===== config.mk =====
export PLATFORM = sky130hd
export DESIGN_NAME = ipm_core
export DESIGN_NICKNAME = d
export VERILOG_FILES = /design/src/ipm_core.v /design/src/ipm_sync.v /design/src/ipm_timer.v
export VERILOG_INCLUDE_DIRS = /design/src /design/src/src
export SDC_FILE = /design/constraint.sdc
export NUM_CORES = 1
export LEC_CHECK = 0
export BUFFER_PORTS_ARGS = -buffer_cell sky130_fd_sc_hd__buf_2
export CAP_MARGIN = 20
export CORE_UTILIZATION = 50
export DETAILED_ROUTE_END_ITERATION = 8
export PLACE_DENSITY = 0.69
export SLEW_MARGIN = 20
export SYNTH_ARGS = -nofsm -noshare
export SYNTH_HDL_FRONTEND = slang
export SYNTH_HIERARCHICAL = 1
export SYNTH_SLANG_ARGS = --single-unit

===== constraint.sdc =====
create_clock -name ref_clk_in -period 5.9 [get_ports ref_clk_in]
set_input_delay 1.18 -clock ref_clk_in [delete_from_list [all_inputs] [get_ports ref_clk_in]]
set_output_delay 1.18 -clock ref_clk_in [all_outputs]
set_load 0.05 [all_outputs]

===== src/ipm_map.vh =====
`ifndef IPM_MAP_VH
`define IPM_MAP_VH
// accelerometer power control codes
`define IPM_ACC_PWR_NORMAL 8'h04
`define IPM_ACC_PWR_SUSPEND 8'h00
// gyroscope low-power control codes
`define IPM_GYR_LPM_NORMAL 8'h00
`define IPM_GYR_LPM_SUSPEND 8'h80
`define IPM_GYR_LPM_DEEP 8'h20
// register indices of the readout window
`define IPM_IDX_ACC_X_LSB 4'h0
`define IPM_IDX_TEMP_LSB 4'h6
`define IPM_IDX_TIME_0 4'h8
`define IPM_IDX_GYR_X_LSB 4'hB
`define IPM_IDX_LAST 4'hF
// timing in ns and at a 100 ns clock
`define IPM_CLK_PERIOD_NS 100
`define IPM_ACC_BOOT_NS 1000000
`define IPM_GYR_SETTLE_NS 30000000
`define IPM_TICK_NS_X16 625000
// sensor time accumulator: one clock adds a period, a tick costs 39.0625 us (x16)
`define IPM_TICK_INC 20'h0_0640
`define IPM_TICK_WRAP 20'h9_8968
// field widths
`define IPM_DATA_W 16
`define IPM_TEMP_W 11
`define IPM_TIME_W 24
`endif


===== src/ipm_core.v =====
`timescale 1ns/1ps
`default_nettype none
`include "ipm_map.vh"
module ipm_core #(
  parameter ACC_BOOT_CYC = (`IPM_ACC_BOOT_NS + `IPM_CLK_PERIOD_NS - 1) / `IPM_CLK_PERIOD_NS,
  parameter GYR_SETTLE_CYC = `IPM_GYR_SETTLE_NS / `IPM_CLK_PERIOD_NS,
  parameter [7:0] GYR_CFG_DEFAULT = 8'h00
) (
  input wire ref_clk_in,
  input wire resetn_in,
  input wire ce_in,
  input wire accel_chip_select_in,
  input wire protocol_select_pin_in,
  input wire acc_soft_reset_in,
  input wire gyr_soft_reset_in,
  input wire acc_pwr_we_in,
  input wire [7:0] acc_pwr_data_in,
  input wire gyr_lpm_we_in,
  input wire [7:0] gyr_lpm_data_in,
  input wire gyr_cfg_we_in,
  input wire [7:0] gyr_cfg_data_in,
  input wire acc_sample_valid_in,
  input wire [`IPM_DATA_W-1:0] acc_x_in,
  input wire [`IPM_DATA_W-1:0] acc_y_in,
  input wire [`IPM_DATA_W-1:0] acc_z_in,
  input wire [`IPM_TEMP_W-1:0] temp_in,
  input wire gyr_sample_valid_in,
  input wire [`IPM_DATA_W-1:0] gyr_x_in,
  input wire [`IPM_DATA_W-1:0] gyr_y_in,
  input wire [`IPM_DATA_W-1:0] gyr_z_in,
  input wire rd_start_in,
  input wire [3:0] rd_addr_in,
  input wire rd_burst_in,
  input wire rd_next_in,
  input wire rd_end_in,
  output reg [7:0] rd_data_out,
  output reg rd_valid_out,
  output reg accel_spi_mode_out,
  output reg gyro_spi_mode_out,
  output reg acc_normal_out,
  output reg temp_enable_out,
  output reg acc_busy_out,
  output reg [1:0] gyr_mode_out,
  output reg gyr_busy_out,
  output reg [7:0] gyr_cfg_out,
  output reg [`IPM_TIME_W-1:0] sensor_time_out
);
  localparam [1:0] GM_NORMAL = 2'b00;
  localparam [1:0] GM_SUSPEND = 2'b01;
  localparam [1:0] GM_DEEP = 2'b10;
  localparam [3:0] IDX_ONE = 4'h1;
  // ---------------------------------------------------------------
  // pin synchronisation
  // ---------------------------------------------------------------
  wire cs_sync;
  wire ps_sync;
  ipm_sync #(
    .W(2)
  ) u_sync (
    .ref_clk_in(ref_clk_in),
    .resetn_in(resetn_in),
    .ce_in(ce_in),
    .d_in({accel_chip_select_in, protocol_select_pin_in}),
    .q_out({cs_sync, ps_sync})
  );
  reg cs_prev_reg;
  reg [1:0] start_cnt_reg;
  // ---------------------------------------------------------------
  // timers
  // ---------------------------------------------------------------
  reg acc_start_reg;
  reg gyr_start_reg;
  wire acc_busy_w;
  wire gyr_busy_w;
  ipm_timer #(
    .CW(24),
    .CYCLES(ACC_BOOT_CYC[23:0])
  ) u_acc_boot (
    .ref_clk_in(ref_clk_in),
    .resetn_in(resetn_in),
    .ce_in(ce_in),
    .start_in(acc_start_reg),
    .busy_out(acc_busy_w)
  );
  ipm_timer #(
    .CW(24),
    .CYCLES(GYR_SETTLE_CYC[23:0])
  ) u_gyr_settle (
    .ref_clk_in(ref_clk_in),
    .resetn_in(resetn_in),
    .ce_in(ce_in),
    .start_in(gyr_start_reg),
    .busy_out(gyr_busy_w)
  );
  // ---------------------------------------------------------------
  // readout storage
  // ---------------------------------------------------------------
  reg [7:0] live_reg [0:15];
  reg [7:0] hold_reg [0:15];
  reg [7:0] msb_shadow_reg;
  reg [3:0] rd_ptr_reg;
  reg burst_reg;
  reg [19:0] tick_acc_reg;
  reg [7:0] rd_byte_next;
  reg [1:0] gyr_target_next;
  wire acc_pwr_ok;
  wire gyr_lpm_ok;
  assign acc_pwr_ok = (acc_pwr_data_in == `IPM_ACC_PWR_NORMAL) ||
                      (acc_pwr_data_in == `IPM_ACC_PWR_SUSPEND);
  assign gyr_lpm_ok = (gyr_lpm_data_in == `IPM_GYR_LPM_NORMAL) ||
                      (gyr_lpm_data_in == `IPM_GYR_LPM_SUSPEND) ||
                      (gyr_lpm_data_in == `IPM_GYR_LPM_DEEP);
  // high byte of the pair comes from the shadow
  always @* begin
    rd_byte_next = burst_reg ? hold_reg[rd_ptr_reg] : live_reg[rd_ptr_reg];
    if (!burst_reg && rd_ptr_reg[0] && (rd_ptr_reg < `IPM_IDX_TIME_0)) begin
      rd_byte_next = msb_shadow_reg;
    end
    if (!burst_reg && (rd_ptr_reg >= `IPM_IDX_GYR_X_LSB) && !rd_ptr_reg[0]) begin
      rd_byte_next = msb_shadow_reg;
    end
  end
  integer i;
  integer j;
  // target mode of a gyro power write
  always @* begin
    gyr_target_next = GM_NORMAL;
    if (gyr_lpm_data_in == `IPM_GYR_LPM_SUSPEND) begin
      gyr_target_next = GM_SUSPEND;
    end else if (gyr_lpm_data_in == `IPM_GYR_LPM_DEEP) begin
      gyr_target_next = GM_DEEP;
    end
  end
  // ---------------------------------------------------------------
  // interface selection
  // ---------------------------------------------------------------
  // the synchroniser shows its reset level for two edges; a chip select
  // idling high would look like a rising edge, so edges are armed late
  always @(posedge ref_clk_in or negedge resetn_in) begin
    if (!resetn_in) begin
      start_cnt_reg <= 2'b00;
      cs_prev_reg <= 1'b0;
      accel_spi_mode_out <= 1'b0;
      gyro_spi_mode_out <= 1'b0;
    end else if (ce_in) begin
      cs_prev_reg <= cs_sync;
      if (start_cnt_reg != 2'b11) begin
        start_cnt_reg <= start_cnt_reg + 2'b01;
      end
      // latch select level once pipeline is full
      if (start_cnt_reg == 2'b10) begin
        gyro_spi_mode_out <= ps_sync;
      end
      // sticky switch on first rising cs
      if ((start_cnt_reg == 2'b11) && cs_sync && !cs_prev_reg) begin
        accel_spi_mode_out <= 1'b1;
      end
    end
  end
  // ---------------------------------------------------------------
  // accelerometer power
  // ---------------------------------------------------------------
  always @(posedge ref_clk_in or negedge resetn_in) begin
    if (!resetn_in) begin
      acc_normal_out <= 1'b0;
      temp_enable_out <= 1'b0;
      acc_busy_out <= 1'b1;
      acc_start_reg <= 1'b1;
    end else if (ce_in) begin
      // busy covers the start pulse too
      acc_busy_out <= acc_busy_w || acc_start_reg;
      acc_start_reg <= 1'b0;
      if (acc_soft_reset_in) begin
        acc_normal_out <= 1'b0;
        temp_enable_out <= 1'b0;
        acc_start_reg <= 1'b1;
      end else if (acc_pwr_we_in && acc_pwr_ok) begin
        // one register gates accel and temperature
        acc_normal_out <= (acc_pwr_data_in == `IPM_ACC_PWR_NORMAL);
        temp_enable_out <= (acc_pwr_data_in == `IPM_ACC_PWR_NORMAL);
      end
    end
  end
  // ---------------------------------------------------------------
  // sensor time
  // ---------------------------------------------------------------
  always @(posedge ref_clk_in or negedge resetn_in) begin
    if (!resetn_in) begin
      sensor_time_out <= 24'h00_0000;
      tick_acc_reg <= 20'h0_0000;
    end else if (ce_in) begin
      // fractional step keeps the long-run rate exact
      if (({1'b0, tick_acc_reg} + {1'b0, `IPM_TICK_INC}) >= {1'b0, `IPM_TICK_WRAP}) begin
        tick_acc_reg <= tick_acc_reg + `IPM_TICK_INC - `IPM_TICK_WRAP;
        sensor_time_out <= sensor_time_out + 24'h00_0001;
      end else begin
        tick_acc_reg <= tick_acc_reg + `IPM_TICK_INC;
      end
      // soft reset restarts the count
      if (acc_soft_reset_in) begin
        sensor_time_out <= 24'h00_0000;
      end
    end
  end
  // ---------------------------------------------------------------
  // gyroscope power
  // ---------------------------------------------------------------
  always @(posedge ref_clk_in or negedge resetn_in) begin
    if (!resetn_in) begin
      gyr_mode_out <= GM_NORMAL;
      gyr_busy_out <= 1'b1;
      gyr_start_reg <= 1'b1;
      gyr_cfg_out <= GYR_CFG_DEFAULT;
    end else if (ce_in) begin
      gyr_busy_out <= gyr_busy_w || gyr_start_reg;
      gyr_start_reg <= 1'b0;
      if (gyr_soft_reset_in) begin
        gyr_mode_out <= GM_NORMAL;
        gyr_cfg_out <= GYR_CFG_DEFAULT;
        gyr_start_reg <= 1'b1;
      end else if (gyr_lpm_we_in && gyr_lpm_ok) begin
        gyr_mode_out <= gyr_target_next;
        if (gyr_target_next == GM_DEEP) begin
          gyr_cfg_out <= GYR_CFG_DEFAULT;
        end
        // settle only on a real change
        if (gyr_target_next != gyr_mode_out) begin
          gyr_start_reg <= 1'b1;
        end
      end else if (gyr_cfg_we_in && (gyr_mode_out != GM_DEEP)) begin
        gyr_cfg_out <= gyr_cfg_data_in;
      end
    end
  end
  // ---------------------------------------------------------------
  // sample capture
  // ---------------------------------------------------------------
  always @(posedge ref_clk_in or negedge resetn_in) begin
    if (!resetn_in) begin
      for (i = 0; i < 16; i = i + 1) begin
        live_reg[i] <= 8'h00;
      end
    end else if (ce_in) begin
      // pack samples as two's complement bytes
      if (acc_sample_valid_in && acc_normal_out && !acc_busy_out) begin
        live_reg[0] <= acc_x_in[7:0];
        live_reg[1] <= acc_x_in[15:8];
        live_reg[2] <= acc_y_in[7:0];
        live_reg[3] <= acc_y_in[15:8];
        live_reg[4] <= acc_z_in[7:0];
        live_reg[5] <= acc_z_in[15:8];
        live_reg[6] <= temp_in[7:0];
        live_reg[7] <= {{5{temp_in[10]}}, temp_in[10:8]};
      end
      live_reg[8] <= sensor_time_out[7:0];
      live_reg[9] <= sensor_time_out[15:8];
      live_reg[10] <= sensor_time_out[23:16];
      if (gyr_sample_valid_in && (gyr_mode_out == GM_NORMAL)) begin
        live_reg[11] <= gyr_x_in[7:0];
        live_reg[12] <= gyr_x_in[15:8];
        live_reg[13] <= gyr_y_in[7:0];
        live_reg[14] <= gyr_y_in[15:8];
        live_reg[15] <= gyr_z_in[7:0];
      end
    end
  end
  // ---------------------------------------------------------------
  // read port
  // ---------------------------------------------------------------
  // the snapshot costs a second window of flops, traded for reads
  // that never mix two samples
  always @(posedge ref_clk_in or negedge resetn_in) begin
    if (!resetn_in) begin
      rd_data_out <= 8'h00;
      rd_valid_out <= 1'b0;
      rd_ptr_reg <= 4'h0;
      burst_reg <= 1'b0;
      msb_shadow_reg <= 8'h00;
      for (j = 0; j < 16; j = j + 1) begin
        hold_reg[j] <= 8'h00;
      end
    end else if (ce_in) begin
      rd_valid_out <= 1'b0;
      if (rd_start_in) begin
        rd_ptr_reg <= rd_addr_in;
        burst_reg <= rd_burst_in;
        // snapshot the whole window for a burst
        if (rd_burst_in) begin
          for (j = 0; j < 16; j = j + 1) begin
            hold_reg[j] <= live_reg[j];
          end
        end
      end else if (rd_end_in) begin
        burst_reg <= 1'b0;
      end else if (rd_next_in) begin
        rd_data_out <= rd_byte_next;
        rd_valid_out <= 1'b1;
        // low byte read locks the partner
        if (!burst_reg && rd_ptr_reg < `IPM_IDX_LAST) begin
          msb_shadow_reg <= live_reg[rd_ptr_reg + IDX_ONE];
        end
        if (burst_reg) begin
          rd_ptr_reg <= rd_ptr_reg + IDX_ONE;
        end
      end
    end
  end
endmodule // ipm_core
`default_nettype wire


===== src/ipm_sync.v =====
`timescale 1ns/1ps
`default_nettype none
// two-stage synchroniser for pin inputs
module ipm_sync #(
  parameter W = 1
) (
  input wire ref_clk_in,
  input wire resetn_in,
  input wire ce_in,
  input wire [W-1:0] d_in,
  output reg [W-1:0] q_out
);
  reg [W-1:0] meta_reg;
  always @(posedge ref_clk_in or negedge resetn_in) begin
    if (!resetn_in) begin
      meta_reg <= {W{1'b0}};
      q_out <= {W{1'b0}};
    end else if (ce_in) begin
      meta_reg <= d_in;
      q_out <= meta_reg;
    end
  end
endmodule // ipm_sync
`default_nettype wire


===== src/ipm_timer.v =====
`timescale 1ns/1ps
`default_nettype none
// busy for CYCLES clocks after a start pulse
module ipm_timer #(
  parameter CW = 19,
  parameter [CW-1:0] CYCLES = 1
) (
  input wire ref_clk_in,
  input wire resetn_in,
  input wire ce_in,
  input wire start_in,
  output wire busy_out
);
  reg [CW-1:0] cnt_reg;
  always @(posedge ref_clk_in or negedge resetn_in) begin
    if (!resetn_in) begin
      cnt_reg <= {CW{1'b0}};
    end else if (ce_in) begin
      if (start_in) begin
        cnt_reg <= CYCLES;
      end else if (cnt_reg != {CW{1'b0}}) begin
        cnt_reg <= cnt_reg - {{(CW-1){1'b0}}, 1'b1};
      end
    end
  end
  assign busy_out = (cnt_reg != {CW{1'b0}});
endmodule // ipm_timer
`default_nettype wire


==> impl_metrics.json <==
{
  "synth-main-ff-cell": "dfrtp_1",
  "path_cells": "ha_1 > or3b_2 > mux2i_1 > o211ai_1 > a32oi_1 > nor4_4 > buf_4 > o21ai_0 > a21oi_1 > a2111o_1",
  "combPwrFrac_pct": 27.5,
  "leakagePower_nw": 10.2,
  "synth_top_cell_area_share_pct": 47.0,
  "grt_max_degree": 167,
  "path_clk_slew_ns": 0.06,
  "worst-slew-pin-transition_ns": 1.03,
  "synth_edf_count": 0,
  "worstSetupStartpointType": "flop",
  "p_clk_share_pct": 31.3,
  "die_x_um": 202,
  "clock_path_buffers": 3,
  "holdWs_ns": 0.461,
  "routedWlPerCell_um": 21.3,
  "internal_power_mw": 5.97,
  "hpwl_um": 32900,
  "synthCells": 1545,
  "ys_types": 91,
  "drive_gt1_share_pct": 41.6,
  "synth_top_area_cell": "dfrtp_1",
  "grt.total_usage_pct": 24.0,
  "hold_buffers": 0,
  "setup_viol": 0,
  "p_sw_share_pct": 32.7,
  "overflow": 0,
  "yosysSeqAreaShare_pct": 47.5,
  "synth-seq-cells": 381,
  "clk_latency_ns": 0.58,
  "hold_path_class": "reg -> reg",
  "grt_pass1_wl_um": 76700,
  "ant_nets": 0,
  "yosysWarnings": 6,
  "port_buffers": 191,
  "path_delay_family": "compound AO/OA/AOI/OAI gates",
  "grt_pass1_vias": 13700,
  "die_y_um": 202,
  "synth_compound_area_share_pct": 7.55,
  "ir_drop_mv": 0.201,
  "worstSetupPathType": "reg -> reg",
  "synth_top_family_by_area": "multiplexers",
  "clkSinkCount": 381,
  "synth.area.top_cells": "dfrtp_1 (47%), mux2_2 (15%), mux4_2 (13%), nand2_1 (1.8%), xor2_1 (1.4%)",
  "cts-root-buf": "clkbuf_16",
  "drtIter0Drc": 1229,
  "first_pass_iters": 7,
  "crit_path_top_delay_cell": "dfrtp_1",
  "avgSynthCellArea_um2": 13.0,
  "synth_fa_ha_area_share_pct": 0.748,
  "syn_area_um2": 20100,
  "rows": 73,
  "antenna_cells": 0,
  "die_area_um2": 41000,
  "maxCapViolCount": 0,
  "viasPerCell": 6.11,
  "finalClockSkew_ns": 0.0331,
  "rsz0062_at_grt": "no",
  "cp_data_arrival_time_ns": 4.22,
  "cpPeakStageDelay_ns": 0.58,
  "core_um2": 39600,
  "final_nets": 1860,
  "relSlewSlack_pct": 31.1,
  "postCtsSetupBuffers": 0,
  "status": "complete, no violations",
  "switchingPower_mw": 2.90,
  "pwr_density_cell_nw_per_um2": 387,
  "fin_setup_tns_ns": 0,
  "required_ns": 6.33,
  "gp_congestion": 0.859,
  "h-tree-depth": 2,
  "path_buf_inv": 1,
  "vias": 13800,
  "cts-resized-gates": 0,
  "cts_buffers": 43,
  "post-route-min-period_ns": 3.78,
  "async_flop_share_pct": 100,
  "yosys.area_share.simple_pct": 10.2,
  "synth_nets": 1708,
  "pwr-share-seq_pct": 41.2,
  "grt_antenna_before_repair": 1,
  "cts_tree": "built",
  "synth_mux_area_share_pct": 29.1,
  "io_pins": 200,
  "hold_viol": 0,
  "worstPathMaxFanout": 28,
  "slew_viol_final": 0,
  "postRouteWirelength_um": 48200,
  "route.detailed.drc": 0,
  "timing.final.crit_share_pct": 64.1,
  "start_util_pct": 50.7,
  "area_delta_synth_final_pct": 14.1,
  "yosys.area_share.xor_xnor_pct": 2.05,
  "endpoint_kind": "flop",
  "fmax_ghz": 0.264
}
[routing by layer]
| layer | global-route usage, % | up-vias | share of wire (%) |
|---|---|---|---|
| li1 | - | 6155 | - |
| met1 | 34.3 | 7106 | 44 |
| met2 | 36.6 | 431 | 46 |
| met3 | 4.72 | 85 | 6.6 |
| met4 | 8.27 | 0 | 3.2 |
| met5 | 0 | - | 0 |
[synth_stat cells (22+ instances only)]
library cell,n
dfrtp_1,377
mux2_2,259
mux4_2,120
nand2_1,94
nor2_1,76
clkbuf_1,56
o21ai_0,51
a21oi_1,47
xor2_1,33
inv_1,25
mux2i_1,23
o211ai_1,22
[worst paths after layout]
| kind | end | slack [ns] | cells after the start | start |
|---|---|---|---|---|
| min | accel_spi_mode_out | 0.46 | 1 | accel_spi_mode_out |
| max | tick_acc_reg[12] | 2.12 | 10 | tick_acc_reg[6] |
| max reg2reg | tick_acc_reg[12] | 2.12 | 10 | tick_acc_reg[6] |
| min reg2reg | accel_spi_mode_out | 0.46 | 1 | accel_spi_mode_out |
| min in group asynchronous | u_gyr_settle/cnt_reg[6] | 0.64 | 1 | resetn_in |
| max in group asynchronous | rd_ptr_reg[1] | 3.75 | 2 | resetn_in |
[layout by cell type, fill, tap and decap left out, types with 5 or more instances in the layout]
cell type	instances
a21oi_1	47
and2_1	8
and3_1	13
buf_2	189
buf_4	17
bufinv_16	5
clkbuf_1	5
clkbuf_16	43
clkbuf_8	9
clkinv_2	11
dfrtp_1	375
ha_1	12
inv_1	25
mux2_2	259
mux2i_1	23
mux4_2	120
nand2_1	94
nand2b_1	11
nand3_1	19
nand3b_1	6
nand4_1	10
nand4b_1	8
nor2_1	76
nor2b_1	6
nor3_1	16
nor3b_1	8
nor4_1	5
o2111ai_1	15
o211ai_1	22
o21ai_0	51
o21ai_1	5
o22ai_1	9
o31ai_1	17
or2_2	7
or3_1	15
or4_1	21
xnor2_1	14
xor2_1	32
[logic make-up after synthesis]
logic type	after synthesis
xor+xnor	47
flops	381
fa+ha+maj	12
buf+inv	127
simple gates	363
compound gates	213
mux	402
[per-stage QoR]
stage               area [um^2]  utilization, %  std cells  setup slack, ns  total power [mW]
CTS                       22900            57.7       2255             2.16              8.93
global route              22900            57.8       2256             1.88              9.34
detailed placement        21400            54.0       2176             2.19              6.12
floorplan                 20100               -       1545             2.84              5.43
finish                    22900            57.8       2256             2.12              8.87
global placement          21400            54.0       2176             2.24              6.04
[layout make-up]
type | count | area, um^2
clock buffer | 57 | 1220
clock inverter | 22 | 269
fill | 3231 | 16700
inverter | 25 | 93.8
multi-input combinational | 1037 | 9990
sequential | 381 | 9550
tap | 525 | 657
timing repair buffer | 209 | 1130
[power by group through the flow]
stage | clock network (mW) | registers, mW | logic [mW]
finish | 2.77 | 3.65 | 2.44
global route | 2.94 | 3.73 | 2.66
CTS | 2.84 | 3.64 | 2.45
detailed placement | 0 | 3.69 | 2.44
global placement | 0 | 3.65 | 2.39
floorplan | 0 | 3.55 | 1.88
No activity file was read; power rests on OpenSTA's default activity.
